<file path="config.mk">
export PLATFORM = sky130hd
export DESIGN_NAME = ddr3_command_decoder
export DESIGN_NICKNAME = d
export VERILOG_FILES = /design/src/ddr3_command_decoder.v
export VERILOG_INCLUDE_DIRS = /design/src /design/src/include
export SDC_FILE = /design/constraint.sdc
export NUM_CORES = 1
export LEC_CHECK = 0
export BUFFER_PORTS_ARGS = -buffer_cell sky130_fd_sc_hd__buf_2
export CELL_PAD_IN_SITES_DETAIL_PLACEMENT = 1
export CELL_PAD_IN_SITES_GLOBAL_PLACEMENT = 2
export CORE_MARGIN = 2
export CORE_UTILIZATION = 36
export DETAILED_ROUTE_END_ITERATION = 16
export GPL_TIMING_DRIVEN = 0
export PLACE_DENSITY = 0.8
export SYNTH_ARGS = -nofsm -noshare
export SYNTH_HDL_FRONTEND = slang
export SYNTH_SLANG_ARGS = --single-unit
</file>
<file path="constraint.sdc">
create_clock -name core_clk -period 3.7 [get_ports core_clk]
set_input_delay 0.74 -clock core_clk [delete_from_list [all_inputs] [get_ports core_clk]]
set_output_delay 0.74 -clock core_clk [all_outputs]
set_load 0.005 [all_outputs]
</file>
<file path="src/include/ddr_cmd_map.vh">
`ifndef DDR_CMD_MAP_VH
`define DDR_CMD_MAP_VH
// ----------------------------------------
// Field positions
// ----------------------------------------
`define AUTO_CLOSE_BIT      10
`define BURST_CHOP_BIT      12
// ----------------------------------------
// Operation codes
// ----------------------------------------
`define OP_NONE             4'h0
`define OP_ACTIVATE         4'h1
`define OP_READ             4'h2
`define OP_WRITE            4'h3
`define OP_PRECHARGE        4'h4
`define OP_PRECHARGE_ALL    4'h5
`define OP_REFRESH          4'h6
`define OP_MODE_SET         4'h7
`define OP_ZQ_LONG          4'h8
`define OP_ZQ_SHORT         4'h9
`define OP_PD_ENTER         4'ha
`define OP_PD_EXIT          4'hb
`define OP_SR_ENTER         4'hc
`define OP_SR_EXIT          4'hd
`define OP_ILLEGAL          4'hf
// ----------------------------------------
// Burst lengths and reset values
// ----------------------------------------
`define BEATS_FULL          4'h8
`define BEATS_CHOP          4'h4
`define RESET_MODE          2'h0
`endif

</file>
<file path="src/ddr3_command_decoder.v">
`include "ddr_cmd_map.vh"
module ddr3_command_decoder #(
  parameter ROW_W  = 14,
  parameter COL_W  = 10,
  parameter DQ_W   = 8,
  parameter BANKS  = 8
) (
  input  wire                 core_clk,
  input  wire                 reset,
  input  wire                 chip_select_n,
  input  wire                 row_strobe_n,
  input  wire                 col_strobe_n,
  input  wire                 write_enable_n,
  input  wire                 clock_enable,
  input  wire [2:0]           bank_addr,
  input  wire [ROW_W-1:0]     addr,
  input  wire                 write_data_mask,
  input  wire [DQ_W-1:0]      write_data,
  input  wire                 chop_per_command,
  input  wire                 fixed_chop,
  output reg  [3:0]           op_code,
  output reg                  op_valid,
  output reg  [2:0]           op_bank,
  output reg  [ROW_W-1:0]     op_row,
  output reg  [COL_W-1:0]     op_col,
  output reg                  op_auto_close,
  output reg  [3:0]           op_beats,
  output reg  [BANKS-1:0]     bank_open,
  output wire                 device_idle,
  output reg                  power_down,
  output reg                  self_refresh,
  output wire                 wr_valid,
  input  wire                 wr_ready,
  output wire [DQ_W-1:0]      wr_data,
  output wire [COL_W-1:0]     wr_col,
  output wire [2:0]           wr_bank,
  output wire                 data_ready
);

// ----------------------------------------
// Input synchronisers
// ----------------------------------------
reg  [3:0]       cmd_s1_r;
reg  [3:0]       cmd_s2_r;
reg              cke_s1_r;
reg              cke_s2_r;
reg  [2:0]       ba_s1_r;
reg  [2:0]       ba_s2_r;
reg  [ROW_W-1:0] a_s1_r;
reg  [ROW_W-1:0] a_s2_r;
reg              dm_s1_r;
reg              dm_s2_r;
reg  [DQ_W-1:0]  dq_s1_r;
reg  [DQ_W-1:0]  dq_s2_r;
reg              cke_prev_r;

always @(posedge core_clk) begin
  if (reset) begin
    cmd_s1_r   <= 4'hf;
    cmd_s2_r   <= 4'hf;
    cke_s1_r   <= 1'b0;
    cke_s2_r   <= 1'b0;
    ba_s1_r    <= 3'h0;
    ba_s2_r    <= 3'h0;
    a_s1_r     <= {ROW_W{1'b0}};
    a_s2_r     <= {ROW_W{1'b0}};
    dm_s1_r    <= 1'b1;
    dm_s2_r    <= 1'b1;
    dq_s1_r    <= {DQ_W{1'b0}};
    dq_s2_r    <= {DQ_W{1'b0}};
    cke_prev_r <= 1'b0;
  end else begin
    cmd_s1_r   <= {chip_select_n, row_strobe_n, col_strobe_n,
                   write_enable_n};
    cmd_s2_r   <= cmd_s1_r;
    cke_s1_r   <= clock_enable;
    cke_s2_r   <= cke_s1_r;
    ba_s1_r    <= bank_addr;
    ba_s2_r    <= ba_s1_r;
    a_s1_r     <= addr;
    a_s2_r     <= a_s1_r;
    dm_s1_r    <= write_data_mask;
    dm_s2_r    <= dm_s1_r;
    dq_s1_r    <= write_data;
    dq_s2_r    <= dq_s1_r;
    cke_prev_r <= cke_s2_r;
  end
end

// ----------------------------------------
// Command decode
// ----------------------------------------
wire cur_cke  = cke_s2_r;
wire cke_hh   = cke_prev_r & cur_cke;
wire cke_fall = cke_prev_r & ~cur_cke;
wire cke_rise = ~cke_prev_r & cur_cke;
wire is_nop   = cmd_s2_r[3] | (cmd_s2_r[2:0] == 3'h7);

assign device_idle = (bank_open == {BANKS{1'b0}});
wire bank_act = bank_open[ba_s2_r];

reg  [3:0] dec_op;
reg  [3:0] burst_cnt_r;
reg  [3:0] burst_cnt_nxt;

always @* begin
  dec_op = `OP_NONE;
  if (power_down | self_refresh) begin
    if (cke_rise && is_nop)
      dec_op = self_refresh ? `OP_SR_EXIT : `OP_PD_EXIT;
  end else if (cke_fall) begin
    if (device_idle && is_nop)
      dec_op = `OP_PD_ENTER;
    else if (device_idle && cmd_s2_r == 4'h1)
      dec_op = `OP_SR_ENTER;
    else
      dec_op = `OP_ILLEGAL;
  end else if (cke_hh && !cmd_s2_r[3]) begin
    case (cmd_s2_r[2:0])
      3'h3: begin
        if (!bank_act)
          dec_op = `OP_ACTIVATE;
        else
          dec_op = `OP_ILLEGAL;
      end
      3'h5: begin
        if (bank_act)
          dec_op = `OP_READ;
        else
          dec_op = `OP_ILLEGAL;
      end
      3'h4: begin
        if (bank_act)
          dec_op = `OP_WRITE;
        else
          dec_op = `OP_ILLEGAL;
      end
      3'h2: begin
        if (a_s2_r[`AUTO_CLOSE_BIT])
          dec_op = `OP_PRECHARGE_ALL;
        else
          dec_op = `OP_PRECHARGE;
      end
      3'h1: begin
        if (device_idle)
          dec_op = `OP_REFRESH;
        else
          dec_op = `OP_ILLEGAL;
      end
      3'h0: begin
        if (device_idle && burst_cnt_r == 4'h0)
          dec_op = `OP_MODE_SET;
        else
          dec_op = `OP_ILLEGAL;
      end
      3'h6: begin
        if (!device_idle)
          dec_op = `OP_ILLEGAL;
        else if (a_s2_r[`AUTO_CLOSE_BIT])
          dec_op = `OP_ZQ_LONG;
        else
          dec_op = `OP_ZQ_SHORT;
      end
      default: dec_op = `OP_NONE;
    endcase
  end
end

wire is_rw   = (dec_op == `OP_READ) | (dec_op == `OP_WRITE);
wire chop    = chop_per_command ? ~a_s2_r[`BURST_CHOP_BIT]
                                : fixed_chop;
wire [3:0] beats = chop ? `BEATS_CHOP : `BEATS_FULL;

// ----------------------------------------
// Burst tracking
// ----------------------------------------
reg              wr_burst_r;
reg              close_pend_r;
reg  [2:0]       burst_bank_r;
reg  [COL_W-1:0] col_r;

always @* begin
  burst_cnt_nxt = burst_cnt_r;
  if (is_rw)
    burst_cnt_nxt = beats;
  else if (burst_cnt_r != 4'h0 && data_ready)
    burst_cnt_nxt = burst_cnt_r - 4'h1;
end

// ----------------------------------------
// Burst counter and column
// ----------------------------------------
wire burst_step = !is_rw && burst_cnt_r != 4'h0 && data_ready;
wire burst_end  = burst_step && burst_cnt_r == 4'h1;

always @(posedge core_clk) begin
  if (reset) begin
    burst_cnt_r  <= 4'h0;
    wr_burst_r   <= 1'b0;
    close_pend_r <= 1'b0;
    burst_bank_r <= 3'h0;
    col_r        <= {COL_W{1'b0}};
  end else begin
    burst_cnt_r <= burst_cnt_nxt;
    if (is_rw) begin
      col_r        <= a_s2_r[COL_W-1:0];
      burst_bank_r <= ba_s2_r;
      wr_burst_r   <= (dec_op == `OP_WRITE);
      close_pend_r <= a_s2_r[`AUTO_CLOSE_BIT];
    end else if (burst_step) begin
      col_r <= col_r + {{(COL_W-1){1'b0}}, 1'b1};
      if (burst_end) begin
        wr_burst_r   <= 1'b0;
        close_pend_r <= 1'b0;
      end
    end
  end
end

// ----------------------------------------
// Operation outputs
// ----------------------------------------
always @(posedge core_clk) begin
  if (reset) begin
    op_code       <= `OP_NONE;
    op_valid      <= 1'b0;
    op_bank       <= 3'h0;
    op_row        <= {ROW_W{1'b0}};
    op_col        <= {COL_W{1'b0}};
    op_auto_close <= 1'b0;
    op_beats      <= 4'h0;
  end else begin
    op_valid      <= (dec_op != `OP_NONE);
    op_code       <= dec_op;
    op_bank       <= ba_s2_r;
    op_row        <= a_s2_r;
    op_col        <= a_s2_r[COL_W-1:0];
    op_auto_close <= is_rw & a_s2_r[`AUTO_CLOSE_BIT];
    op_beats      <= is_rw ? beats : 4'h0;
  end
end

// ----------------------------------------
// Bank state
// ----------------------------------------
always @(posedge core_clk) begin
  if (reset) begin
    bank_open <= {BANKS{1'b0}};
  end else begin
    if (burst_end && close_pend_r)
      bank_open[burst_bank_r] <= 1'b0;
    case (dec_op)
      `OP_ACTIVATE:      bank_open[ba_s2_r] <= 1'b1;
      `OP_PRECHARGE:     bank_open[ba_s2_r] <= 1'b0;
      `OP_PRECHARGE_ALL: bank_open <= {BANKS{1'b0}};
      default:           ;
    endcase
  end
end

// ----------------------------------------
// Power state
// ----------------------------------------
always @(posedge core_clk) begin
  if (reset) begin
    power_down   <= 1'b0;
    self_refresh <= 1'b0;
  end else begin
    case (dec_op)
      `OP_PD_ENTER: power_down <= 1'b1;
      `OP_PD_EXIT:  power_down <= 1'b0;
      `OP_SR_ENTER: self_refresh <= 1'b1;
      `OP_SR_EXIT:  self_refresh <= 1'b0;
      default:      ;
    endcase
  end
end

// ----------------------------------------
// Two-entry write buffer
// ----------------------------------------
reg  [DQ_W+COL_W+2:0] buf_r [0:1];
reg                   rd_ptr_r;
reg                   wr_ptr_r;
reg  [1:0]            count_r;

wire beat_now = wr_burst_r & (burst_cnt_r != 4'h0);
wire keep     = beat_now & ~dm_s2_r;
assign data_ready = (count_r != 2'h2);
wire push = keep & data_ready;
wire pop  = wr_valid & wr_ready;

assign wr_valid = (count_r != 2'h0);
assign wr_data  = buf_r[rd_ptr_r][DQ_W+COL_W+2:COL_W+3];
assign wr_col   = buf_r[rd_ptr_r][COL_W+2:3];
assign wr_bank  = buf_r[rd_ptr_r][2:0];

always @(posedge core_clk) begin
  if (reset) begin
    rd_ptr_r <= 1'b0;
    wr_ptr_r <= 1'b0;
    count_r  <= 2'h0;
    buf_r[0] <= {(DQ_W+COL_W+3){1'b0}};
    buf_r[1] <= {(DQ_W+COL_W+3){1'b0}};
  end else begin
    if (push) begin
      buf_r[wr_ptr_r] <= {dq_s2_r, col_r, burst_bank_r};
      wr_ptr_r <= ~wr_ptr_r;
    end
    if (pop)
      rd_ptr_r <= ~rd_ptr_r;
    if (push & ~pop)
      count_r <= count_r + 2'h1;
    else if (pop & ~push)
      count_r <= count_r - 2'h1;
  end
end

endmodule // ddr3_command_decoder

</file>
### Word-level counts from Yosys, hierarchy flattened

Memory sizes are Yosys's and may differ from the RTL's. A register that Yosys moved wholly into a read port is not among the register bits.
Cells that the tools add are included.

| operators by class | value |
|---|---|
| reduce and logical (&&, ||, !) cells | 29 |
| bitwise operators | 27 |
| $add $sub $neg | 4 |
| magnitude comparators | 4 |
| mux-type cells | 49 |
| equality and inequality tests | 19 |

Operators by type and width:

| kind | number |
|---|---|
| two-way mux 4 bit | 12 |
| case mux 4 bit (7 select lines) | 1 |
| case mux 8 bit (3 select lines) | 1 |
| two-way mux 21 bit | 1 |
| OR reduction 21 bit | 1 |
| two-way mux 10 bit | 2 |
| two-way mux 1 bit | 19 |
| bitwise AND 8 bit | 2 |
| == test 4 bit, second input constant | 4 |
| two-way mux 8 bit | 2 |
| NOT 8 bit | 2 |
| nonzero test 2 bit | 7 |
| == test 3 bit, second input constant | 4 |
| == test 4 x 1 -> 1 bit, second input constant | 3 |
| logical AND 1 bit | 12 |
| adder 10 x 1 -> 10 bit, second input constant | 1 |
| bitwise AND 1 bit | 10 |
| two-way mux 3 bit | 3 |
| NOT 1 bit | 9 |
| == test 4 x 2 -> 1 bit, second input constant | 2 |
| == test 4 x 3 -> 1 bit, second input constant | 2 |
| zero test 8 bit | 1 |
| less-than comparator 3 x 4 -> 1 bit, second input constant | 2 |
| bitwise OR 8 bit | 1 |
| other kinds (18) | 28 |

| word-level totals | value |
|---|---|
| bits in registers | 133 |
| input bits | 36 |
| RAM bits | 42 |
| output and inout port bits | 71 |
| logic and storage cells | 164 |
| memories kept | 1 |

Memories:

| memory | depth | width | read ports | clocked after memory_dff | write ports | RTL line | RTL |
|---|---|---|---|---|---|---|---|
| buf_r | 2 | 21 | 1 | 1 | 2 | ddr3_command_decoder.v:282 | `reg [DQ_W+COL_W+2:0] buf_r [0:1];` |

### Depth between registers and ports, before layout

Gate-level depths: netlist (run 1).

| logic depth | value |
|---|---|
| depth after elaboration | 18 |
| gate-level depth with buffers | 10 |

### Least setup slack after synthesis (run 1)

Ideal clock, no wire load.

| timing path | value |
|---|---|
| kind | flip-flop to flip-flop |
| start point | register burst_cnt_r[0] |
| end point | memory buf_r[0][0] (netlist name), enable pin |
| cell stages (with the launch flop) | 7 |
| arrival | 2.156 ns |
| setup time | 0.404 ns |
| slack | 1.140 ns |
| path buffers | 0 |
| cells stage by stage | dfxtp_1 > inv_1 > ha_1 > nor3b_1 > nor2_1 > nand3b_1 > o21bai_1 |

RTL lines:

| element | RTL line | RTL |
|---|---|---|
| start, declared | ddr3_command_decoder.v:103 | `reg [3:0] burst_cnt_r;` |
| start signal, assigned | ddr3_command_decoder.v:204 | `burst_cnt_r <= burst_cnt_nxt;` |
| end, declared | ddr3_command_decoder.v:282 |  |

### Worst setup path after layout (run 1)

| timing path | value |
|---|---|
| start point | register cke_s2_r |
| end point | register col_r[5] |

| on the way | value |
|---|---|
| cells in the longest elaborated chain, start to end | 11 |
| elaborated cells between the ends (all ways) | 18 |
| those cells by class | eq/ne: 2; mux: 5; bitwise: 5; reduce/logical: 6 |

RTL lines:

| element | RTL line | RTL |
|---|---|---|
| start, declared | ddr3_command_decoder.v:46 | `reg cke_s2_r;` |
| start signal, assigned | ddr3_command_decoder.v:77 | `cke_s2_r <= cke_s1_r;` |
| bitwise AND 1 bit | ddr3_command_decoder.v:94 | `wire cke_hh = cke_prev_r & cur_cke;` |
| logical AND 1 bit | ddr3_command_decoder.v:118 | `end else if (cke_hh && !cmd_s2_r[3]) begin` |
| two-way mux 4 bit | ddr3_command_decoder.v:118 |  |
| two-way mux 4 bit | ddr3_command_decoder.v:111 | `end else if (cke_fall) begin` |
| two-way mux 4 bit (*) | ddr3_command_decoder.v:108 | `if (power_down \| self_refresh) begin` |
| == test 4 x 2 -> 1 bit (no line) | n/a |  |
| bitwise OR 1 bit (*) | ddr3_command_decoder.v:169 | `` wire is_rw = (dec_op == `OP_READ) \| (dec_op == `OP_WRITE); `` |
| zero test 1 bit | ddr3_command_decoder.v:193 | `wire burst_step = !is_rw && burst_cnt_r != 4'h0 && data_ready;` |
| logical AND 1 bit (2 in a row) | ddr3_command_decoder.v:193 |  |
| nonzero test 2 bit (no line) | n/a |  |
| end signal, assigned | ddr3_command_decoder.v:202 | `col_r <= {COL_W{1'b0}};` |
| end signal, assigned | ddr3_command_decoder.v:206 | `col_r <= a_s2_r[COL_W-1:0];` |
| end signal, assigned | ddr3_command_decoder.v:211 | `col_r <= col_r + {{(COL_W-1){1'b0}}, 1'b1};` |
| end, declared | ddr3_command_decoder.v:180 | `reg [COL_W-1:0] col_r;` |

Mark *: on every way between the ends. The rest lies on a longest branch, timed or not.
A chain may end at the register's enable or synchronous reset.

==> out/metrics.cfg, run 1 <==
[place]
io_buffers=103
placed_cell_area_mm2=0.00722
dp_hpwl_um=11300
place_congestion=0.802

[flow_run]
cap_violations=0

[finish]
final_nets=750
layout_common_cells=dfxtp_1 (122), buf_2 (104), nor2b_1 (75)
layout-drive-gt1-share=0.270
area_growth_pct=21.4
num_antenna_cells=0
layout_commonest_cell=dfxtp_1
design_area_mm2=0.00778

[floorplan]
rows=48
core_mm2=0.0174
start_util=0.369
die_h_um=137
die_x_um=137
dieArea_mm2=0.0189
io_pins=107

[timing]
worstMarginPinSlew_ps=957
fin_crit_sh=0.817
slew_viol_final=0
finClkSkew_ps=4.89
relSlewSlack=0.356
setup_viol=0
hold_viol=0
fin_setup_tns_ps=0
fin_crit_ps=3020
fmax_ghz=0.331
rsz0062_at_grt=no

[synth]
synth-seq-area-share=0.578
synth_area_mm2=0.00640
synthCells=586
synth_xor_area_frac=0.0219
yosysTopAreaCellShare=0.381
synthAdderAreaFrac=0.00781
synth_simple_gate_area_frac=0.219
synth_compound_area_frac=0.0824
synthMuxAreaShare=0.0504
synth-async-reset-ratio=0
synth_seq_cells=164
ys_types=58
synth_top_family_by_area=simple AND/OR/NAND/NOR gates
ys_warn_count=0
ys_top_cells_by_area=dfxtp_1 (38%), edfxtp_1 (20%), nor2b_1 (7.3%)
synth-edff-count=42
synth_area_leader_cell=dfxtp_1
synth_ff_type=dfxtp_1
avgSynthCellArea_um2=10.9

[hold_path]
hold_path_class=flop to flop

[outcome]
status=complete, no violations

[clocking]
clk_pin_slew_ps=60
cts_buffers=17
cts_resized=0
clk_path_buf_depth=2
cts_hold_buf=0
insertion_delay_ps=430
cts_sinks=164
tritoncts=built
root_buffer=clkbuf_16
cts_setup_buffers=0
cts_htree_levels=4

[worst_setup_path]
critPathKind=flop to flop
cpLargestDelayFamily=compound AO/OA/AOI/OAI gates
crit_path_max_incr_delay_ps=830
path_cells=inv_1, nor4_1, a21oi_1, a41o_2, o211ai_1, clkbuf_1, nor2_1, a211oi_1
path_buf_inv=2
cp_slowest_cell=nor4_1
crit_fanout=10
crit_path_start_kind=flop
cp-end-kind=flop
crit_required_ps=4030
worst_ep_arrival_time_ps=3350

[global_route]
grtUsageTotal=0.170
overflow=0
grt_first_pass_wirelength_um=24400
grt_max_degree=22
grt_pass1_vias=4803
antenna_found_initial=0

[pwr]
p_int_uw=3050
leakagePower_uw=0.00321
switchingPower_uw=1010
pwr-share-clk=0.405
netSwitchingFraction=0.250
p_per_area_mw_per_mm2=522
power_frac_comb=0.104
p_seq_frac=0.490
vdd_ir_drop_max_v=0.000369

[routing]
antenna_left=0
vias_per_cell=4.88
wl_per_cell_um=16.1
finalWirelength_um=15300
drc=0
vias=4630
drt_pass1_iterations=4
drt_iter0_drc=202

-- logic make-up after synthesis --
kind of cell,count (synthesis)
and+or+nand+nor,246
DFF,164
AOI/OAI and AO/OA,73
buffers and inverters,54
muxes,28
xor gates and xnor gates,16
adders and majority gates,4
other,1
-- cells in the mapped netlist, drive strengths merged, types with 12 or more instances --
| master | instances |
|---|---|
| nand3 | 12 |
| dfxtp | 122 |
| a211oi | 12 |
| nor2b | 75 |
| mux2 | 21 |
| or2 | 12 |
| a21oi | 14 |
| buf | 17 |
| o21ai | 14 |
| xor2 | 12 |
| nand2 | 27 |
| nor2 | 35 |
| clkbuf | 28 |
| edfxtp | 42 |
| and2 | 42 |
-- worst paths after layout --
kind,cells after the start,from,endpoint,slack (ps)
max,8,cke_s2_r,col_r[5],680
min,1,cmd_s1_r[2],cmd_s2_r[2],410
max reg2reg,8,cke_s2_r,col_r[5],680
min reg2reg,1,cmd_s1_r[2],cmd_s2_r[2],410
-- flip-flops by register name, summed over array words and instances (netlist names), 2 cells and up, named ones only --
| register | cells |
|---|---|
| buf_r | 42 |
| a_s1_r | 14 |
| a_s2_r | 14 |
| op_row | 14 |
| col_r | 10 |
| bank_open | 8 |
| dq_s1_r | 8 |
| dq_s2_r | 8 |
| burst_cnt_r | 4 |
| cmd_s1_r | 4 |
| cmd_s2_r | 4 |
| op_code | 4 |
| ba_s1_r | 3 |
| ba_s2_r | 3 |
| burst_bank_r | 3 |
| op_bank | 3 |
| count_r | 2 |
| op_beats | 2 |
-- metal layers --
metal / wire [um] / global-route usage / up-vias
li1: - / - / 2277
met1: 6760 / 0.207 / 2252
met2: 7700 / 0.297 / 84
met3: 571 / 0.0375 / 17
met4: 221 / 0.0601 / 0
met5: 0 / 0 / -
-- per-stage QoR --
step,power [uW],setup WS [ps],utilization,hold slack [ps],cells
after floorplan,2300,1140,-,389,587
after global placement,2430,370,0.415,391,915
after detailed placement,2460,663,0.416,395,916
after CTS,4100,618,0.448,410,948
after global routing,4240,405,0.448,427,948
final,4060,679,0.448,408,948
-- layout make-up --
type / count / area, um2
Fill cell: 1950 / 9580
Timing Repair Buffer: 104 / 531
Sequential cell: 164 / 3700
Inverter: 9 / 33.8
Multi-Input combinational cell: 369 / 2450
Tap cell: 225 / 282
Buffer: 45 / 223
Clock inverter: 11 / 72.6
Clock buffer: 21 / 480
-- power groups by stage --
stage          registers (uW)  logic, uW  clock network [uW]
6_report                 1990        423                1650
5_1_grt                  2000        481                1760
4_1_cts                  1990        430                1680
3_5_place_dp             2030        426                   0
3_3_place_gp             2020        408                   0
2_1_floorplan            2010        289                   0
Note: power is estimated with default switching activity, not from simulation.
==> run 2: changes to the inputs <==
--- a/config.mk
+++ b/config.mk
@@ -10,10 +10,10 @@
 export CELL_PAD_IN_SITES_DETAIL_PLACEMENT = 1
 export CELL_PAD_IN_SITES_GLOBAL_PLACEMENT = 2
 export CORE_MARGIN = 2
-export CORE_UTILIZATION = 36
+export CORE_UTILIZATION = 32
 export DETAILED_ROUTE_END_ITERATION = 16
 export GPL_TIMING_DRIVEN = 0
-export PLACE_DENSITY = 0.8
+export PLACE_DENSITY = 0.75
 export SYNTH_ARGS = -nofsm -noshare
 export SYNTH_HDL_FRONTEND = slang
 export SYNTH_SLANG_ARGS = --single-unit
==> constraint.sdc (replaced) <==
create_clock -name core_clk -period 2.6 [get_ports core_clk]
set_input_delay 0.52 -clock core_clk [delete_from_list [all_inputs] [get_ports core_clk]]
set_output_delay 0.52 -clock core_clk [all_outputs]
set_load 0.005 [all_outputs]
==> run 2 against run 1 <==
Effect of this change:
- the flow now finishes with violations (negative setup slack)
- non-clock buffer count is 19 higher
- die area is 12% higher
- global-route usage is 1.4 points lower
- cell area is 6.7% higher
- critical path depth stayed put
- sequential power is 43% higher
- cell count is 6.3% higher
==> out/metrics.cfg, run 2 (synthesized netlist as in run 1, its figures left out) <==
[outcome]
status=complete, but fails checks  ; was complete, no violations
violations=negative setup slack

[worst_setup_path]
crit_required_ps=2930  ; was 4030 ps
crit_path_start_kind=flop  ; unchanged
critical_path.startpoint=ba_s2_r[0]  ; was cke_s2_r
crit_fanout=5  ; was 10
critPathKind=flop to flop  ; unchanged
cp-end-kind=flop  ; unchanged
worst_ep_arrival_time_ps=2960  ; was 3350 ps
r2r_start=ba_s2_r[0]  ; was cke_s2_r

[global_route]
grt_first_pass_wirelength_um=26400  ; was 24,400 um
grtUsageTotal=0.156  ; was 0.170
grt_max_degree=20  ; was 22
overflow=0  ; unchanged
grt_pass1_vias=5102  ; was 4,803
antenna_found_initial=0  ; unchanged

[finish]
num_antenna_cells=0  ; unchanged
layout_commonest_cell=dfxtp_1  ; unchanged
final_nets=770  ; was 750
regMostFlops=buf_r  ; unchanged
layout-drive-gt1-share=0.361  ; was 0.270
area_growth_pct=29.5  ; was 21.4%
design_area_mm2=0.00830  ; was 0.00778 mm2
layout_common_cells=dfxtp_1 (116), buf_2 (104), nor2b_1 (75)  ; was dfxtp_1 (122), buf_2 (104), nor2b_1 (75)
largest_reg_flops=42  ; unchanged

[timing]
worstMarginPinSlew_ps=671  ; was 957 ps
fmax_ghz=0.381  ; was 0.331 GHz
setup_viol=2  ; was 0
setup_slack_ps=-25.3  ; was 679 ps
fin_crit_ps=2630  ; was 3020 ps
fin_setup_tns_ps=-35.3  ; was 0 ps
slew_viol_final=0  ; unchanged
fin_crit_sh=1.01  ; was 0.817
hold_viol=0  ; unchanged
rsz0062_at_grt=yes  ; was no
holdWs_ps=278  ; was 408 ps
relSlewSlack=0.553  ; was 0.356
finClkSkew_ps=14.1  ; was 4.89 ps

[floorplan]
io_pins=107  ; unchanged
rows=51  ; was 48
die_h_um=145  ; was 137 um
die_x_um=145  ; was 137 um
core_mm2=0.0195  ; was 0.0174 mm2
dieArea_mm2=0.0212  ; was 0.0189 mm2
start_util=0.328  ; was 0.369

[clocking]
insertion_delay_ps=430  ; about the same
cts_htree_levels=4  ; unchanged
root_buffer=clkbuf_16  ; unchanged
tritoncts=built  ; unchanged
cts_buffers=17  ; unchanged
cts_hold_buf=0  ; unchanged
cts_sinks=164  ; unchanged
clk_pin_slew_ps=70  ; was 60 ps
clk_path_buf_depth=2  ; unchanged

[routing]
wl_per_cell_um=16.0  ; was 16.1 um
drt_iter0_drc=258  ; was 202
vias=4754  ; was 4,630
drc=0  ; unchanged
drt_pass1_iterations=4  ; unchanged
finalWirelength_um=16100  ; was 15,300 um
vias_per_cell=4.72  ; was 4.88
antenna_left=0  ; unchanged

[flow_run]
cap_violations=0  ; unchanged

[pwr]
leakagePower_uw=0.00337  ; was 0.00321 uW
vdd_ir_drop_max_v=0.000475  ; was 0.000369 V
p_per_area_mw_per_mm2=716  ; was 522 mW/mm2

[place]
place_congestion=0.810  ; was 0.802
dp_hpwl_um=11600  ; was 11,300 um
placed_cell_area_mm2=0.00727  ; was 0.00722 mm2
io_buffers=103  ; unchanged

[hold_path]
hp-start=write_enable_n  ; was cmd_s1_r[2]
hold_path_class=input port to flop  ; was flop to flop

run 2: cell types whose count changed in the layout (fill, tap and decap cells not counted), moves of 4 or more:
| cell | change |
|---|---|
| dfxtp_1 | -6 |
| clkbuf_2 | +4 |
| nor2_1 | -10 |
| clkbuf_8 | -4 |
| nor2_2 | +9 |
| clkbuf_1 | -10 |
| buf_4 | +19 |
| o41ai_1 | -4 |
| nor4_1 | -4 |
| o41ai_2 | +4 |
| a211oi_1 | -6 |
| dfxtp_2 | +5 |
| a211oi_2 | +6 |
run 2: worst paths after layout:
| path | endpoint | slack, ps | depth (start not counted) |
|---|---|---|---|
| worst max register to register | bank_open[6] | -30 | 8 |
| worst min-delay path | cmd_s1_r[0] | 280 | 2 |
| worst max-delay path | bank_open[6] | -30 | 8 |
| worst min register to register | cmd_s2_r[1] | 410 | 1 |
run 2: cell type report:
| class | instances | area, um2 |
|---|---|---|
| Tap cell | 265 | 332 |
| Inverter | 9 | 33.8 |
| Buffer | 42 | 245 |
| Sequential cell | 164 | 3710 |
| Clock buffer | 17 | 425 |
| Multi-Input combinational cell | 370 | 2680 |
| Fill cell | 2193 | 11200 |
| Timing Repair Buffer | 126 | 714 |
| Clock inverter | 15 | 148 |
run 2: timing repair:
item                       4_1_cts  5_1_grt
cloned                           2        1
setup endpoints to repair       52       81
resized for setup               24       55
setup buffers                   12        8
pin swaps                        6        9
run 2: report_power, final:
part	total (uW)	switching [uW]	internal [uW]
logic	675	373	302
clock network	2430	1080	1350
registers	2840	97.3	2740
total	5940	1550	4390
run 2: per-stage QoR:
step / instances / util / setup WS [ps] / power, uW
6_report: 1008 / 0.425 / -25.3 / 5940
5_1_grt: 1008 / 0.425 / -144 / 6220
3_3_place_gp: 955 / 0.372 / -730 / 3460
3_5_place_dp: 956 / 0.373 / -455 / 3490
2_1_floorplan: 587 / - / 40.0 / 3270
4_1_cts: 999 / 0.412 / -2.13 / 5940
run 2: worst max-delay path, cell delays in order, from the launching register on:
cell and delay, ps:
dfxtp_4 360, buf_6 110, mux2i_1 110, mux4_2 540, mux2i_2 260, a41o_2 300, o311a_4 250, or3b_4 380
a221oi_2 230
run 2: routing by layer:
layer	track usage	vias up	wire length (um)
met1	0.186	2329	6990
li1	-	2303	-
met2	0.282	97	8350
met3	0.0335	25	498
met4	0.0505	0	312
met5	0	-	0
